File: src/shared/rtccal_pkg.sv
`default_nettype none

package rtccal_pkg;

    // APB register map, byte addresses
    localparam int ADDR_W = 8;
    localparam int DATA_W = 32;
    localparam logic [ADDR_W-1:0] OFF_HOUR = 8'h00;
    localparam logic [ADDR_W-1:0] OFF_WEEKDAY = 8'h04;
    localparam logic [ADDR_W-1:0] OFF_DATE = 8'h08;
    localparam logic [ADDR_W-1:0] OFF_MONTH = 8'h0c;
    localparam logic [ADDR_W-1:0] OFF_YEAR = 8'h10;
    localparam logic [ADDR_W-1:0] OFF_CTRL = 8'h14;

    // Field widths, all fields start at bit 0
    localparam int HOUR_W = 6;
    localparam int WDAY_W = 3;
    localparam int DATE_W = 6;
    localparam int MON_W = 5;
    localparam int YEAR_W = 16;
    localparam int DIGIT_W = 4;
    localparam int YEAR_DIGITS = 4;

    // Control register bits
    localparam int CTRL_START_BIT = 0;
    localparam int CTRL_CARRY_BIT = 1;
    localparam logic CTRL_START_RESET = 1'b0;
    localparam logic CTRL_CARRY_RESET = 1'b0;

    // BCD digit values
    localparam logic [DIGIT_W-1:0] BCD_ZERO = 4'h0;
    localparam logic [DIGIT_W-1:0] BCD_NINE = 4'h9;
    localparam logic [DIGIT_W-1:0] BCD_ONE = 4'h1;

    // Counter limits in BCD
    localparam logic [HOUR_W-1:0] HOUR_FIRST = 6'h00;
    localparam logic [HOUR_W-1:0] HOUR_LAST = 6'h23;
    localparam logic [WDAY_W-1:0] WDAY_FIRST = 3'h0;
    localparam logic [WDAY_W-1:0] WDAY_LAST = 3'h6;
    localparam logic [DATE_W-1:0] DATE_FIRST = 6'h01;
    localparam logic [DATE_W-1:0] DATE_LAST_28 = 6'h28;
    localparam logic [DATE_W-1:0] DATE_LAST_29 = 6'h29;
    localparam logic [DATE_W-1:0] DATE_LAST_30 = 6'h30;
    localparam logic [DATE_W-1:0] DATE_LAST_31 = 6'h31;
    localparam logic [MON_W-1:0] MON_FIRST = 5'h01;
    localparam logic [MON_W-1:0] MON_FEB = 5'h02;
    localparam logic [MON_W-1:0] MON_APR = 5'h04;
    localparam logic [MON_W-1:0] MON_JUN = 5'h06;
    localparam logic [MON_W-1:0] MON_SEP = 5'h09;
    localparam logic [MON_W-1:0] MON_NOV = 5'h11;
    localparam logic [MON_W-1:0] MON_LAST = 5'h12;

endpackage

`default_nettype wire

File: src/hw/rtccal_bcd_digit.sv
`default_nettype none

// One BCD digit of a ripple chain; wraps to zero after LAST
module rtccal_bcd_digit #(
    parameter logic [3:0] LAST = 4'h9
) (
    input wire logic [3:0] digit,
    input wire logic carry_in,
    output logic [3:0] digit_nxt,
    output logic carry_out
);
    import rtccal_pkg::*;

    wire at_last = (digit == LAST);

    assign carry_out = carry_in & at_last;
    assign digit_nxt = !carry_in ? digit :
                       at_last ? BCD_ZERO :
                       digit + BCD_ONE;

endmodule

`default_nettype wire

File: src/hw/rtccal_top.sv
// The APB slave port and the register addresses were left to the implementer.
`default_nettype none

// Functional notes
// Weekday advances by one on every daily carry.
// Weekday code 0 is Sunday through 6 for Saturday, three bits.
// Weekday sits in bits 2..0; bits 7..3 read zero.
// Date advances by one on every daily carry from the hour counter.
// Date stays 01..31, last day set by month and leap year.
// Date BCD: tens in bits 5..4, units 3..0, bits 7..6 read zero.
// Month advances by one on every monthly carry from the date.
// Month stays within 01..12.
// Month BCD: tens in bit 4, units 3..0, bits 7..5 read zero.
// Four-digit year in 16 bits, advanced by each yearly carry.
// Year values 0000 through 9999 are supported.
// Year digits: thousands 15..12, hundreds 11..8, tens 7..4, units 3..0.
// Leap year when year is a multiple of four, including 0000.
// Software stops counting with the start bit before writing calendar counters.
// Software writes year only when halted, or checks the carry flag.
// Counters keep their contents across every reset and standby.
// Software writes zero to reserved bits.
// Software loads only in-range BCD values.
// Hour counter stays 00..23; daily carry when it passes 23.
// Weekday wraps 6 to 0; date wraps to 01 with a monthly carry.
// Month wraps 12 to 01 with a yearly carry; year wraps 9999 to 0000.
module rtccal_top (
    input wire logic core_clk,
    input wire logic arst_n,
    input wire logic psel,
    input wire logic penable,
    input wire logic pwrite,
    input wire logic [rtccal_pkg::ADDR_W-1:0] paddr,
    input wire logic [rtccal_pkg::DATA_W-1:0] pwdata,
    output logic [rtccal_pkg::DATA_W-1:0] prdata,
    output logic pready,
    output logic pslverr,
    input wire logic hour_tick,
    output logic count_running,
    output logic [rtccal_pkg::HOUR_W-1:0] hour_value,
    output logic [rtccal_pkg::WDAY_W-1:0] weekday_value,
    output logic [rtccal_pkg::DATE_W-1:0] date_value,
    output logic [rtccal_pkg::MON_W-1:0] month_value,
    output logic [rtccal_pkg::YEAR_W-1:0] year_value
);
    import rtccal_pkg::*;

    // Two-digit BCD increment; callers wrap before the tens digit overflows
    function automatic logic [7:0] bcd_inc(input logic [7:0] v);
        logic [7:0] r;
        r = v;
        if (v[3:0] == BCD_NINE) begin
            r[3:0] = BCD_ZERO;
            r[7:4] = v[7:4] + BCD_ONE;
        end else begin
            r[3:0] = v[3:0] + BCD_ONE;
        end
        return r;
    endfunction

    // ---------------- Register state ----------------
    // Calendar counters carry no reset at all: they must survive every reset
    logic [HOUR_W-1:0] hour_count_r;
    logic [WDAY_W-1:0] weekday_count_r;
    logic [DATE_W-1:0] date_count_r;
    logic [MON_W-1:0] month_count_r;
    logic [YEAR_W-1:0] year_count_r;
    logic start_r;
    logic carry_flag_r;
    logic [DATA_W-1:0] prdata_r;

    // ---------------- APB decode ----------------
    wire setup_phase = psel & ~penable;
    wire access_phase = psel & penable;
    wire wr_access = access_phase & pwrite;

    wire sel_hour = (paddr == OFF_HOUR);
    wire sel_weekday = (paddr == OFF_WEEKDAY);
    wire sel_date = (paddr == OFF_DATE);
    wire sel_month = (paddr == OFF_MONTH);
    wire sel_year = (paddr == OFF_YEAR);
    wire sel_ctrl = (paddr == OFF_CTRL);
    wire sel_mapped = sel_hour | sel_weekday | sel_date | sel_month | sel_year | sel_ctrl;

    wire wr_hour = wr_access & sel_hour;
    wire wr_weekday = wr_access & sel_weekday;
    wire wr_date = wr_access & sel_date;
    wire wr_month = wr_access & sel_month;
    wire wr_year = wr_access & sel_year;
    wire wr_ctrl = wr_access & sel_ctrl;

    // Zero wait states; unmapped addresses answer with an error and no effect
    assign pready = 1'b1;
    assign pslverr = access_phase & ~sel_mapped;

    // Reserved bits above each field are dropped on write and read back as zero
    wire [HOUR_W-1:0] wdata_hour = pwdata[HOUR_W-1:0];
    wire [WDAY_W-1:0] wdata_weekday = pwdata[WDAY_W-1:0];
    wire [DATE_W-1:0] wdata_date = pwdata[DATE_W-1:0];
    wire [MON_W-1:0] wdata_month = pwdata[MON_W-1:0];
    wire [YEAR_W-1:0] wdata_year = pwdata[YEAR_W-1:0];

    wire [DATA_W-1:0] rd_hour = {{(DATA_W-HOUR_W){1'b0}}, hour_count_r};
    wire [DATA_W-1:0] rd_weekday = {{(DATA_W-WDAY_W){1'b0}}, weekday_count_r};
    wire [DATA_W-1:0] rd_date = {{(DATA_W-DATE_W){1'b0}}, date_count_r};
    wire [DATA_W-1:0] rd_month = {{(DATA_W-MON_W){1'b0}}, month_count_r};
    wire [DATA_W-1:0] rd_year = {{(DATA_W-YEAR_W){1'b0}}, year_count_r};
    wire [DATA_W-1:0] rd_ctrl = {{(DATA_W-2){1'b0}}, carry_flag_r, start_r};

    wire [DATA_W-1:0] rd_mux =
        sel_hour ? rd_hour :
        sel_weekday ? rd_weekday :
        sel_date ? rd_date :
        sel_month ? rd_month :
        sel_year ? rd_year :
        sel_ctrl ? rd_ctrl :
        {DATA_W{1'b0}};

    // Read data is captured in the setup cycle so prdata comes from a flop
    always_ff @(posedge core_clk or negedge arst_n) begin
        if (!arst_n) begin
            prdata_r <= {DATA_W{1'b0}};
        end else if (setup_phase && !pwrite) begin
            prdata_r <= rd_mux;
        end
    end

    assign prdata = prdata_r;

    // ---------------- Count chain ----------------
    // Hour ticks are lost while stopped, which is what makes halted writes safe
    wire tick = start_r & hour_tick;

    wire hour_at_last = (hour_count_r == HOUR_LAST);
    wire day_carry = tick & hour_at_last;

    // Leap test on the BCD year: multiple of four, 0000 included
    wire [DIGIT_W-1:0] year_units = year_count_r[DIGIT_W-1:0];
    wire year_tens_odd = year_count_r[DIGIT_W];
    wire units_mod4_zero = (year_units == 4'h0) | (year_units == 4'h4) | (year_units == 4'h8);
    wire units_mod4_two = (year_units == 4'h2) | (year_units == 4'h6);
    wire leap_year = year_tens_odd ? units_mod4_two : units_mod4_zero;

    wire short_month = (month_count_r == MON_APR) | (month_count_r == MON_JUN) |
                       (month_count_r == MON_SEP) | (month_count_r == MON_NOV);
    wire feb_month = (month_count_r == MON_FEB);

    wire [DATE_W-1:0] date_last =
        feb_month ? (leap_year ? DATE_LAST_29 : DATE_LAST_28) :
        short_month ? DATE_LAST_30 :
        DATE_LAST_31;

    wire date_at_last = (date_count_r == date_last);
    wire month_carry = day_carry & date_at_last;
    wire month_at_last = (month_count_r == MON_LAST);
    wire year_carry = month_carry & month_at_last;

    // Next values
    wire [7:0] hour_inc8 = bcd_inc({{(8-HOUR_W){1'b0}}, hour_count_r});
    wire [7:0] date_inc8 = bcd_inc({{(8-DATE_W){1'b0}}, date_count_r});
    wire [7:0] month_inc8 = bcd_inc({{(8-MON_W){1'b0}}, month_count_r});

    wire [HOUR_W-1:0] hour_nxt = hour_at_last ? HOUR_FIRST : hour_inc8[HOUR_W-1:0];

    // Codes 0..6 are plain binary, which equals BCD in this range
    wire [WDAY_W-1:0] weekday_nxt = (weekday_count_r == WDAY_LAST) ? WDAY_FIRST :
                                    weekday_count_r + 3'h1;

    wire [DATE_W-1:0] date_nxt = date_at_last ? DATE_FIRST : date_inc8[DATE_W-1:0];

    wire [MON_W-1:0] month_nxt = month_at_last ? MON_FIRST : month_inc8[MON_W-1:0];

    // Year: four BCD digit stages in a ripple chain, 9999 rolls to 0000
    logic [YEAR_DIGITS:0] year_chain;
    logic [YEAR_W-1:0] year_nxt;

    assign year_chain[0] = year_carry;

    genvar gi;
    generate
        for (gi = 0; gi < YEAR_DIGITS; gi++) begin : g_year_digit
            rtccal_bcd_digit #(
                .LAST(BCD_NINE)
            ) u_digit (
                .digit(year_count_r[gi*DIGIT_W +: DIGIT_W]),
                .carry_in(year_chain[gi]),
                .digit_nxt(year_nxt[gi*DIGIT_W +: DIGIT_W]),
                .carry_out(year_chain[gi+1])
            );
        end
    endgenerate

    // ---------------- Counters, no reset ----------------
    // A bus write wins over a tick in the same cycle; software is expected to halt first
    always_ff @(posedge core_clk) begin
        if (wr_hour) begin
            hour_count_r <= wdata_hour;
        end else if (tick) begin
            hour_count_r <= hour_nxt;
        end
    end

    always_ff @(posedge core_clk) begin
        if (wr_weekday) begin
            weekday_count_r <= wdata_weekday;
        end else if (day_carry) begin
            weekday_count_r <= weekday_nxt;
        end
    end

    always_ff @(posedge core_clk) begin
        if (wr_date) begin
            date_count_r <= wdata_date;
        end else if (day_carry) begin
            date_count_r <= date_nxt;
        end
    end

    always_ff @(posedge core_clk) begin
        if (wr_month) begin
            month_count_r <= wdata_month;
        end else if (month_carry) begin
            month_count_r <= month_nxt;
        end
    end

    always_ff @(posedge core_clk) begin
        if (wr_year) begin
            year_count_r <= wdata_year;
        end else if (year_carry) begin
            year_count_r <= year_nxt;
        end
    end

    // ---------------- Control ----------------
    always_ff @(posedge core_clk or negedge arst_n) begin
        if (!arst_n) begin
            start_r <= CTRL_START_RESET;
        end else if (wr_ctrl) begin
            start_r <= pwdata[CTRL_START_BIT];
        end
    end

    // Carry flag: set by every counted tick, cleared by writing zero; set wins
    wire carry_clear = wr_ctrl & ~pwdata[CTRL_CARRY_BIT];

    always_ff @(posedge core_clk or negedge arst_n) begin
        if (!arst_n) begin
            carry_flag_r <= CTRL_CARRY_RESET;
        end else if (tick) begin
            carry_flag_r <= 1'b1;
        end else if (carry_clear) begin
            carry_flag_r <= 1'b0;
        end
    end

    // ---------------- Outputs to the rest of the unit ----------------
    assign count_running = start_r;
    assign hour_value = hour_count_r;
    assign weekday_value = weekday_count_r;
    assign date_value = date_count_r;
    assign month_value = month_count_r;
    assign year_value = year_count_r;

endmodule

`default_nettype wire

File: config.mk
export PLATFORM = sky130hd
export DESIGN_NAME = rtccal_top
export DESIGN_NICKNAME = d
export VERILOG_FILES = /design/src/shared/rtccal_pkg.sv /design/src/hw/rtccal_bcd_digit.sv /design/src/hw/rtccal_top.sv
export SDC_FILE = /design/constraint.sdc
export NUM_CORES = 1
export LEC_CHECK = 0
export BUFFER_PORTS_ARGS = -buffer_cell sky130_fd_sc_hd__buf_4
export CAP_MARGIN = 10
export CORE_UTILIZATION = 51
export CTS_CLUSTER_SIZE = 12
export DETAILED_ROUTE_END_ITERATION = 8
export PLACE_DENSITY = 0.79
export SLEW_MARGIN = 40
export SYNTH_ARGS = -nofsm -noshare
export SYNTH_HDL_FRONTEND = slang
export SYNTH_SLANG_ARGS = --single-unit
export TNS_END_PERCENT = 5
File: constraint.sdc
create_clock -name core_clk -period 3.1 [get_ports core_clk]
set_clock_uncertainty 0.15 [all_clocks]
set_input_delay 0.155 -clock core_clk [delete_from_list [all_inputs] [get_ports core_clk]]
set_output_delay 0.155 -clock core_clk [all_outputs]
set_load 0.05 [all_outputs]
==> impl_metrics.tcl, run 1 <==
set metrics [dict create \
    die-height_um 84.5 \
    detailedRoute.firstIterationViolations 254 \
    max_cap_violations 0 \
    tritoncts "done" \
    numClockSinks 54 \
    cts.clk_slew.worst_paths_ps 100 \
    achievable-frequency_mhz 382 \
    worstSetupStartpointType "register" \
    worstSkewPairLatency_ps 310 \
    synth_cell_type_count 56 \
    static-leakage-power_nw 1.91 \
    failing_checks "design-rule violations" \
    drcViolationCount 22 \
    status "finished with violations" \
    post_synth_instance_area_mm2 0.00347 \
    setup_viol 0 \
    yosys_warnings 0 \
    peakVddDrop_v 0.000175 \
    final.min_clock_period_ps 2620 \
    clockRootBuffer "sky130_fd_sc_hd__clkbuf_8" \
    post_place_setup_slack_ps 488 \
    critical-path-top-delay-family "simple AND/OR/NAND/NOR gates" \
    yosys-top-cells-area "sky130_fd_sc_hd__edfxtp_1 (31%), sky130_fd_sc_hd__dfrtp_1 (13%), sky130_fd_sc_hd__nand2_1 (6.1%)" \
    ctsLongestPathBuffers 2 \
    power.density_cell_area_mw_per_mm2 311 \
    wire_per_inst_um 16.9 \
    worst_path_max_delay_cell "sky130_fd_sc_hd__o41ai_2" \
    antenna_found_initial 0 \
    gpl.final_weighted_congestion 0.914 \
    final_min_period_over_clock_period 0.845 \
    numCtsBuffers 5 \
    ys_async_sr_fraction 0.333 \
    grt_pass1_wl_um 14400 \
    cp_data_arrival_time_ps 2430 \
    post_synthesis_cells 361 \
    netlist.area_leader.share 0.312 \
    worst_setup_path_end_kind "register" \
    cts-htree-levels 2 \
    cts_resized 0 \
    chipWidth_um 84.5 \
    postSynth.topFlopCell "sky130_fd_sc_hd__edfxtp_1" \
    antenna-diode-count 0 \
    start_util 0.537 \
    synth_top_cell_by_area "sky130_fd_sc_hd__edfxtp_1" \
    vias_per_cell 5.81 \
    hpwl_um 6690 \
    synth_most_common_cell "sky130_fd_sc_hd__nand2_1" \
    timing.setup.critical_path_class "register to register" \
    path_cells "nor3_1 > nand4b_1 > nand3_1 > nand2_1 > o41ai_2" \
    layout-drive-gt1-share 0.259 \
    fraction_of_the_yosys_area_taken_by_sequential_cells 0.442 \
    multiInputGateArea_mm2 0.00172 \
    final.fill_count 535 \
    row_count 29 \
    final-hold-violation-count 0 \
    route.met3.wl_um 707 \
    floorplan.die_area_mm2 0.00713 \
    setup_total_negative_slack_ps 0 \
    first_global_vias 2878 \
    grtUsageTotal 0.256 \
    drt_first_pass_iters 7 \
    ant_nets 0 \
    cp.buffers_inverters 0 \
    io_pins 117 \
    design.core.area_mm2 0.00646 \
    detail_route.wirelength.met1_um 3830 \
    met2RoutedLength_um 4220 \
    cp_max_fo 6 \
    route.top_layer_used "met4" \
    routed_wirelength_um 8960 \
    rsz_0062_raised_after_global_routing "no" \
    synth_top_cells_by_count "sky130_fd_sc_hd__nand2_1 (56), sky130_fd_sc_hd__edfxtp_1 (36), sky130_fd_sc_hd__o21ai_0 (29), sky130_fd_sc_hd__nor2_1 (22)" \
    synth-edff-count 36 \
    synth_area_per_cell_um2 9.60 \
    required_time_reported_for_the_critical_path_endpoint_ps 2910 \
    worst_slew_margin_rel 0.621 \
    nNetsFinal 499 \
    grt_max_degree 27 \
    critical_path.max_stage_delay_ps 600 \
    syn_to_final_growth_pct 23.8 \
    worst_hold_path_type "primary input to register" \
    area.sequential_mm2 0.00153 \
    overall_via_count_from_detail_route 3075 \
    count_of_port_buffers_added_during_placement 83 \
    grt.overflow.total 0 \
    drv_slew 0 \
    worst_pin_slew_ps 562 \
    final.setup.worst_slack_ps 481 \
    number_of_synthesized_register_bits 54 \
]
worst reg2reg max path: stages (launching register included):
cell,delay (ps)
sky130_fd_sc_hd__edfxtp_1,510
sky130_fd_sc_hd__nor3_1,460
sky130_fd_sc_hd__nand4b_1,240
sky130_fd_sc_hd__nand3_1,230
sky130_fd_sc_hd__nand2_1,90
sky130_fd_sc_hd__o41ai_2,600
cells in the final DEF, fill, tap and decap left out, types with 3 or more instances in the layout:
cell / instances
sky130_fd_sc_hd__nand2_1: 56
sky130_fd_sc_hd__a22o_1: 18
sky130_fd_sc_hd__and2_1: 4
sky130_fd_sc_hd__a22oi_1: 4
sky130_fd_sc_hd__inv_1: 15
sky130_fd_sc_hd__a21o_1: 8
sky130_fd_sc_hd__a21oi_1: 17
sky130_fd_sc_hd__buf_4: 92
sky130_fd_sc_hd__dlygate4sd3_1: 11
sky130_fd_sc_hd__dfrtp_1: 18
sky130_fd_sc_hd__mux4_2: 3
sky130_fd_sc_hd__xor2_1: 4
sky130_fd_sc_hd__mux2_2: 5
sky130_fd_sc_hd__o31ai_1: 4
sky130_fd_sc_hd__nor2_1: 22
sky130_fd_sc_hd__nand3b_1: 5
sky130_fd_sc_hd__o21ai_0: 29
sky130_fd_sc_hd__nor3b_1: 3
sky130_fd_sc_hd__edfxtp_1: 36
sky130_fd_sc_hd__nor2b_1: 4
sky130_fd_sc_hd__a31oi_1: 4
sky130_fd_sc_hd__nand2b_1: 4
sky130_fd_sc_hd__nor3_1: 5
sky130_fd_sc_hd__xnor2_1: 8
sky130_fd_sc_hd__mux2i_1: 8
sky130_fd_sc_hd__nand3_1: 8
sky130_fd_sc_hd__clkbuf_8: 5
sky130_fd_sc_hd__conb_1: 17
per-layer routing:
layer / global-route usage / vias to the layer above
li1: - / 1452
met1: 0.355 / 1461
met2: 0.417 / 141
met3: 0.0413 / 21
met4: 0.0801 / 0
met5: 0 / -
final timing paths:
check                                from            end  slack (ps)  depth (start not counted)
setup / recovery           month_value[4]  year_value[9]         480                          5
hold / removal                  pwdata[5]  date_value[5]          20                          2
setup reg to reg           month_value[4]  year_value[9]         480                          5
hold reg to reg                prdata[10]     prdata[10]         360                          1
max in group asynchronous          arst_n      prdata[5]        2490                          2
min in group asynchronous          arst_n      prdata[7]         100                          2
sequential cells by signal, indices dropped and copies added (netlist names):
register,cells
carry_flag_r,1
count_running,1
date_value,6
hour_value,6
month_value,5
prdata,16
weekday_value,3
year_value,16
cells by family (layout without fill, tap and decap cells):
family | Yosys count | in the layout | share of synthesized area
and+or+nand+nor | 127 | 127 | 0.190
AOI/OAI and AO/OA | 98 | 98 | 0.188
DFF | 54 | 54 | 0.442
buffers and inverters | 50 | 126 | 0.0816
muxes | 16 | 16 | 0.0588
xor gates and xnor gates | 12 | 12 | 0.0303
adders and majority gates | 2 | 2 | 0.00722
other | 2 | 17 | 0.00217
final cells by class:
class,count,share of cell area
Multi-Input combinational cell,272,0.400
Sequential cell,54,0.357
Timing Repair Buffer,103,0.187
Tap cell,77,0.0224
Clock buffer,5,0.0160
Inverter,15,0.0131
Clock inverter,3,0.00496
per-stage QoR:
stage               instance area, um^2  power, mW   util  hold WS, ps  instances
detailed placement                 4090      0.925  0.633         -108        510
global route                       4290       1.38  0.664         9.41        529
finish                             4290       1.33  0.664         16.7        529
CTS                                4290       1.34  0.664         12.4        529
floorplan                          3520      0.889      -         -291        376
global placement                   4080      0.924  0.632         -109        510
power breakdown:
group	switching, mW	internal, mW	total (mW)	leakage [nW]
clock network	0.247	0.164	0.411	0.0494
logic	0.103	0.0510	0.154	1.27
registers	0.00239	0.765	0.768	0.584
repair_timing:
action                     in CTS  in global routing
setup endpoints to repair       0                  0
setup buffers                   0                  0
hold buffers                   11                  0
hold endpoints to repair       28                  0
Note: power is estimated with default switching activity, not from simulation.
==> inputs of run 2 (changes only) <==
--- a/config.mk
+++ b/config.mk
@@ -7,10 +7,10 @@
 export LEC_CHECK = 0
 export BUFFER_PORTS_ARGS = -buffer_cell sky130_fd_sc_hd__buf_4
 export CAP_MARGIN = 10
-export CORE_UTILIZATION = 51
+export CORE_UTILIZATION = 46
 export CTS_CLUSTER_SIZE = 12
 export DETAILED_ROUTE_END_ITERATION = 8
-export PLACE_DENSITY = 0.79
+export PLACE_DENSITY = 0.75
 export SLEW_MARGIN = 40
 export SYNTH_ARGS = -nofsm -noshare
 export SYNTH_HDL_FRONTEND = slang
==> constraint.sdc (replaced) <==
create_clock -name core_clk -period 2.3 [get_ports core_clk]
set_clock_uncertainty 0.15 [all_clocks]
set_input_delay 0.115 -clock core_clk [delete_from_list [all_inputs] [get_ports core_clk]]
set_output_delay 0.115 -clock core_clk [all_outputs]
set_load 0.05 [all_outputs]
==> run 2 against run 1 <==
- the flow now finishes without violations
- global-route usage is 1.8 points lower
- sequential cell count is the same
- first-iteration DRC count down 11%
- critical endpoint is now year_value[12]
- largest power group unchanged
- highest routed layer unchanged
==> impl_metrics.tcl, run 2 (synthesis results as in run 1) <==
set metrics [dict create \
    antenna-diode-count 0 \
    floorplan.die_area_mm2 0.00789 \
    numPlacedInstances 559 \
    final.fill_count 585 \
    status "finished clean" \
    nNetsFinal 533 \
    peakVddDrop_v 0.000208 \
    row_count 31 \
    ctsLongestPathBuffers 2 \
    drt_first_pass_iters 5 \
    worst_hold_path_type "primary input to register" \
    finalNonFillerCells 585 \
    start_util 0.478 \
    grt_max_degree 27 \
    tritoncts "done" \
    hpwl_um 6980 \
    worstSetupStartpointType "register" \
    antenna_found_initial 0 \
    final_min_period_over_clock_period 0.992 \
    grtUsageTotal 0.238 \
    layout-drive-gt1-share 0.315 \
    cp_max_fo 5 \
    timing.setup.critical_path_class "register to register" \
    vias_per_cell 5.48 \
    required_time_reported_for_the_critical_path_endpoint_ps 2190 \
    count_of_port_buffers_added_during_placement 83 \
    setup_viol 0 \
    area.sequential_mm2 0.00153 \
    clockRootBuffer "sky130_fd_sc_hd__clkbuf_8" \
    gpl.final_weighted_congestion 0.992 \
    numClockSinks 54 \
    worstSkewPairLatency_ps 320 \
    routed_wirelength_um 9270 \
    cts-htree-levels 2 \
    cts.clk_slew.worst_paths_ps 110 \
    layout.cells.most_common_list "sky130_fd_sc_hd__buf_4 (118), sky130_fd_sc_hd__nand2_1 (55), sky130_fd_sc_hd__edfxtp_1 (36)" \
    numCtsBuffers 5 \
    rsz_0062_raised_after_global_routing "yes" \
    power.density_cell_area_mw_per_mm2 393 \
    first_global_vias 2873 \
    multiInputGateArea_mm2 0.00180 \
    chipWidth_um 88.8 \
    overall_via_count_from_detail_route 3206 \
    worst_setup_path_end_kind "register" \
    final_core_utilization 0.647 \
    static-leakage-power_nw 2.13 \
    io_pins 117 \
    wire_per_inst_um 15.8 \
    leading_cell_type_in_the_layout_fill_and_taps_excluded "sky130_fd_sc_hd__buf_4" \
    ant_nets 0 \
    grt.overflow.total 0 \
    cp_data_arrival_time_ps 2170 \
    final.min_clock_period_ps 2280 \
    max_cap_violations 0 \
    syn_to_final_growth_pct 35.4 \
    achievable-frequency_mhz 438 \
    hold_slack_ps 4.57 \
    drv_slew 0 \
    drcViolationCount 0 \
    grt_pass1_wl_um 14100 \
    die-height_um 88.8 \
    final-hold-violation-count 0 \
    design.core.area_mm2 0.00725 \
    detailedRoute.firstIterationViolations 227 \
]
run 2: cell types whose count changed in the layout (fill, tap and decap cells not counted), sizes merged:
cell,delta
buf,+27
dlygate4sd3,+7
inv,-1
clkinv,+1
run 2: worst paths after layout:
check	startpoint	endpoint	slack (ps)	cells past startpoint
setup / recovery	month_value[4]	year_value[12]	20	5
hold / removal	pwdata[1]	year_value[1]	5	3
setup reg to reg	month_value[4]	year_value[12]	20	5
hold reg to reg	prdata[5]	prdata[5]	340	2
max in group asynchronous	arst_n	prdata[0]	1730	2
min in group asynchronous	arst_n	prdata[14]	50	2
run 2: layer usage:
layer | global-route usage | routed length (um) | vias up
met3 | 0.0364 | 615 | 22
met2 | 0.381 | 4370 | 151
met1 | 0.332 | 4060 | 1512
met4 | 0.0762 | 221 | 0
met5 | 0 | 0 | -
li1 | - | - | 1521
run 2: metrics by stage:
stage / power, mW / instance area [um^2] / worst slack [ps] / setup TNS (ps)
after global placement: 1.25 / 4400 / 88.7 / 0
after global routing: 1.90 / 4690 / -38.0 / -198
after floorplan: 1.20 / 3610 / -81.8 / -1430
after detailed placement: 1.25 / 4400 / 65.0 / 0
after CTS: 1.85 / 4670 / 60.8 / 0
final: 1.84 / 4690 / 18.8 / 0
run 2: cell type report:
cell class,count,area share
Clock inverter,3,0.00613
Inverter,15,0.0120
Multi-Input combinational cell,272,0.383
Tap cell,99,0.0264
Sequential cell,54,0.326
Clock buffer,5,0.0147
Timing Repair Buffer,137,0.231
run 2: report_power, final:
part	internal [mW]	leakage (nW)	switching, mW
clock	0.229	0.0506	0.355
sequential	1.03	0.584	0.00314
combinational	0.0814	1.50	0.144
run 2: worst max-delay path: stages, from the launching register on:
cell and delay (ps):
sky130_fd_sc_hd__edfxtp_1 490, sky130_fd_sc_hd__nor3_4 300, sky130_fd_sc_hd__and4b_1 250, sky130_fd_sc_hd__o211a_1 220, sky130_fd_sc_hd__and4b_2 350, sky130_fd_sc_hd__a21o_1 230
run 2: timing repair:
action	CTS	global route
hold endpoints to repair	39	0
gates resized for setup	0	4
setup endpoints to repair	0	18
setup buffers	0	0
hold buffers	18	0
==> inputs of run 3 (changes only) <==
--- a/config.mk
+++ b/config.mk
@@ -7,10 +7,10 @@
 export LEC_CHECK = 0
 export BUFFER_PORTS_ARGS = -buffer_cell sky130_fd_sc_hd__buf_4
 export CAP_MARGIN = 10
-export CORE_UTILIZATION = 46
+export CORE_UTILIZATION = 28
 export CTS_CLUSTER_SIZE = 12
 export DETAILED_ROUTE_END_ITERATION = 8
-export PLACE_DENSITY = 0.75
+export PLACE_DENSITY = 0.49
 export SLEW_MARGIN = 40
 export SYNTH_ARGS = -nofsm -noshare
 export SYNTH_HDL_FRONTEND = slang
==> run 3 against run 2 <==
- worst hold slack got worse by 4.4 ps
- maximum frequency fell by 0.60%
- worst setup slack got worse by 14 ps
- sequential share of layout area fell by 0.70 points
- total power rose by 10%
- via count fell by 4.6%
- first-iteration DRC count fell by 27%
- clock power rose by 33%
- sequential cell count did not move
- combinational power fell by 3%
- count of clock-buffer cells in the layout did not move
- critical endpoint is now year_value[10]
- highest routed layer unchanged
==> impl_metrics.tcl, run 3 (synthesis results as in run 1) <==
set metrics [dict create \
    grtUsageTotal 0.163 \
    ant_nets 0 \
    worst_setup_path_end_kind "register" \
    rsz_0062_raised_after_global_routing "yes" \
    power.density_cell_area_mw_per_mm2 424 \
    layout.cells.most_common_list "sky130_fd_sc_hd__buf_4 (123), sky130_fd_sc_hd__nand2_1 (55), sky130_fd_sc_hd__edfxtp_1 (36)" \
    max_cap_violations 0 \
    numPlacedInstances 632 \
    grt_pass1_wl_um 16100 \
    required_time_reported_for_the_critical_path_endpoint_ps 2170 \
    syn_to_final_growth_pct 38.3 \
    peakVddDrop_v 0.000256 \
    clockRootBuffer "sky130_fd_sc_hd__clkbuf_16" \
    floorplan.die_area_mm2 0.0128 \
    status "finished clean" \
    drt_first_pass_iters 4 \
    tritoncts "done" \
    layout-drive-gt1-share 0.319 \
    cts_resized 0 \
    static-leakage-power_nw 2.13 \
    setup_viol 0 \
    chipWidth_um 113 \
    leading_cell_type_in_the_layout_fill_and_taps_excluded "sky130_fd_sc_hd__buf_4" \
    cts-htree-levels 2 \
    achievable-frequency_mhz 436 \
    worstSetupStartpointType "register" \
    drcViolationCount 0 \
    drv_slew 0 \
    vias_per_cell 4.67 \
    grt.overflow.total 0 \
    worstSkewPairLatency_ps 290 \
    nNetsFinal 533 \
    first_global_vias 2944 \
    numCtsBuffers 5 \
    timing.setup.critical_path_class "register to register" \
    finalNonFillerCells 654 \
    grt_max_degree 20 \
    routed_wirelength_um 10300 \
    post_dp_cell_area_mm2 0.00451 \
    overall_via_count_from_detail_route 3057 \
    cp_max_fo 5 \
    wire_per_inst_um 15.8 \
    io_pins 117 \
    worst_hold_path_type "primary input to register" \
    hpwl_um 8080 \
    final.min_clock_period_ps 2290 \
    row_count 40 \
    final_standard_cell_area_without_fillers_mm2 0.00480 \
    antenna-diode-count 0 \
    die-height_um 113 \
    cp_data_arrival_time_ps 2160 \
    gpl.final_weighted_congestion 0.795 \
    final_min_period_over_clock_period 0.998 \
    start_util 0.287 \
    cts.clk_slew.worst_paths_ps 70 \
    ctsLongestPathBuffers 2 \
    antenna_found_initial 0 \
    numClockSinks 54 \
    final-hold-violation-count 0 \
    design.core.area_mm2 0.0121 \
    setup_total_negative_slack_ps 0 \
    detailedRoute.firstIterationViolations 166 \
    count_of_port_buffers_added_during_placement 83 \
]
==> run 3: cell types whose count changed in the layout (fill, tap and decap cells not counted), moves of 2 or more <==
| cell | previous run | this run |
|---|---|---|
| sky130_fd_sc_hd__clkbuf_16 | 0 | 5 |
| sky130_fd_sc_hd__clkbuf_8 | 5 | 0 |
| sky130_fd_sc_hd__dlygate4sd3_1 | 18 | 13 |
| sky130_fd_sc_hd__inv_4 | 0 | 2 |
| sky130_fd_sc_hd__buf_4 | 118 | 123 |
==> run 3: final timing paths <==
check | from | endpoint | slack (ps) | depth (start not counted)
min | pwdata[12] | year_value[12] | 0.2 | 3
max | month_value[4] | year_value[10] | 5 | 6
min reg2reg | carry_flag_r | carry_flag_r | 360 | 2
max in group asynchronous | arst_n | prdata[8] | 1690 | 2
max reg2reg | month_value[4] | year_value[10] | 5 | 6
min in group asynchronous | arst_n | carry_flag_r | 100 | 2
==> run 3: cell type report <==
cell class | count | area, um^2
tap | 168 | 210
sequential | 54 | 1530
fill | 1229 | 7270
multi-input combinational | 272 | 1780
clock inverter | 3 | 21.3
clock buffer | 5 | 125
inverter | 15 | 56.3
timing repair buffer | 137 | 1070
==> run 3: timing repair <==
item | 4_1_cts | 5_1_grt
buffers inserted | 0 | 1
hold buffers | 13 | 0
hold endpoints to repair | 31 | 0
endpoints found under the setup margin | 0 | 14
==> run 3: critical path, cell delays in order, from the launching register on <==
cell and delay, ps:
sky130_fd_sc_hd__edfxtp_1 500, sky130_fd_sc_hd__xor2_1 210, sky130_fd_sc_hd__a32oi_1 290, sky130_fd_sc_hd__a21o_1 220, sky130_fd_sc_hd__nand2_1 120, sky130_fd_sc_hd__o41ai_4 330
sky130_fd_sc_hd__buf_4 190
==> run 3: layer usage <==
metal	part of all wire	track usage
met5	0	0
met4	0.0072	0.0342
met3	0.044	0.0262
met2	0.47	0.266
met1	0.48	0.227
==> run 3: per-stage QoR <==
step	total power, mW	worst slack, ps	hold WS (ps)	utilization
5_1_grt	2.10	-44.0	21.7	0.398
2_1_floorplan	1.20	-81.8	-331	-
4_1_cts	2.05	33.5	0.169	0.397
3_5_place_dp	1.26	45.4	-143	0.374
3_3_place_gp	1.26	50.9	-144	0.374
6_report	2.03	5.08	0.216	0.398
==> run 3: power by group <==
part	internal, mW	switching (mW)	leakage (nW)
sequential	1.03	0.00300	0.584
clock	0.410	0.369	0.0751
combinational	0.0732	0.146	1.47
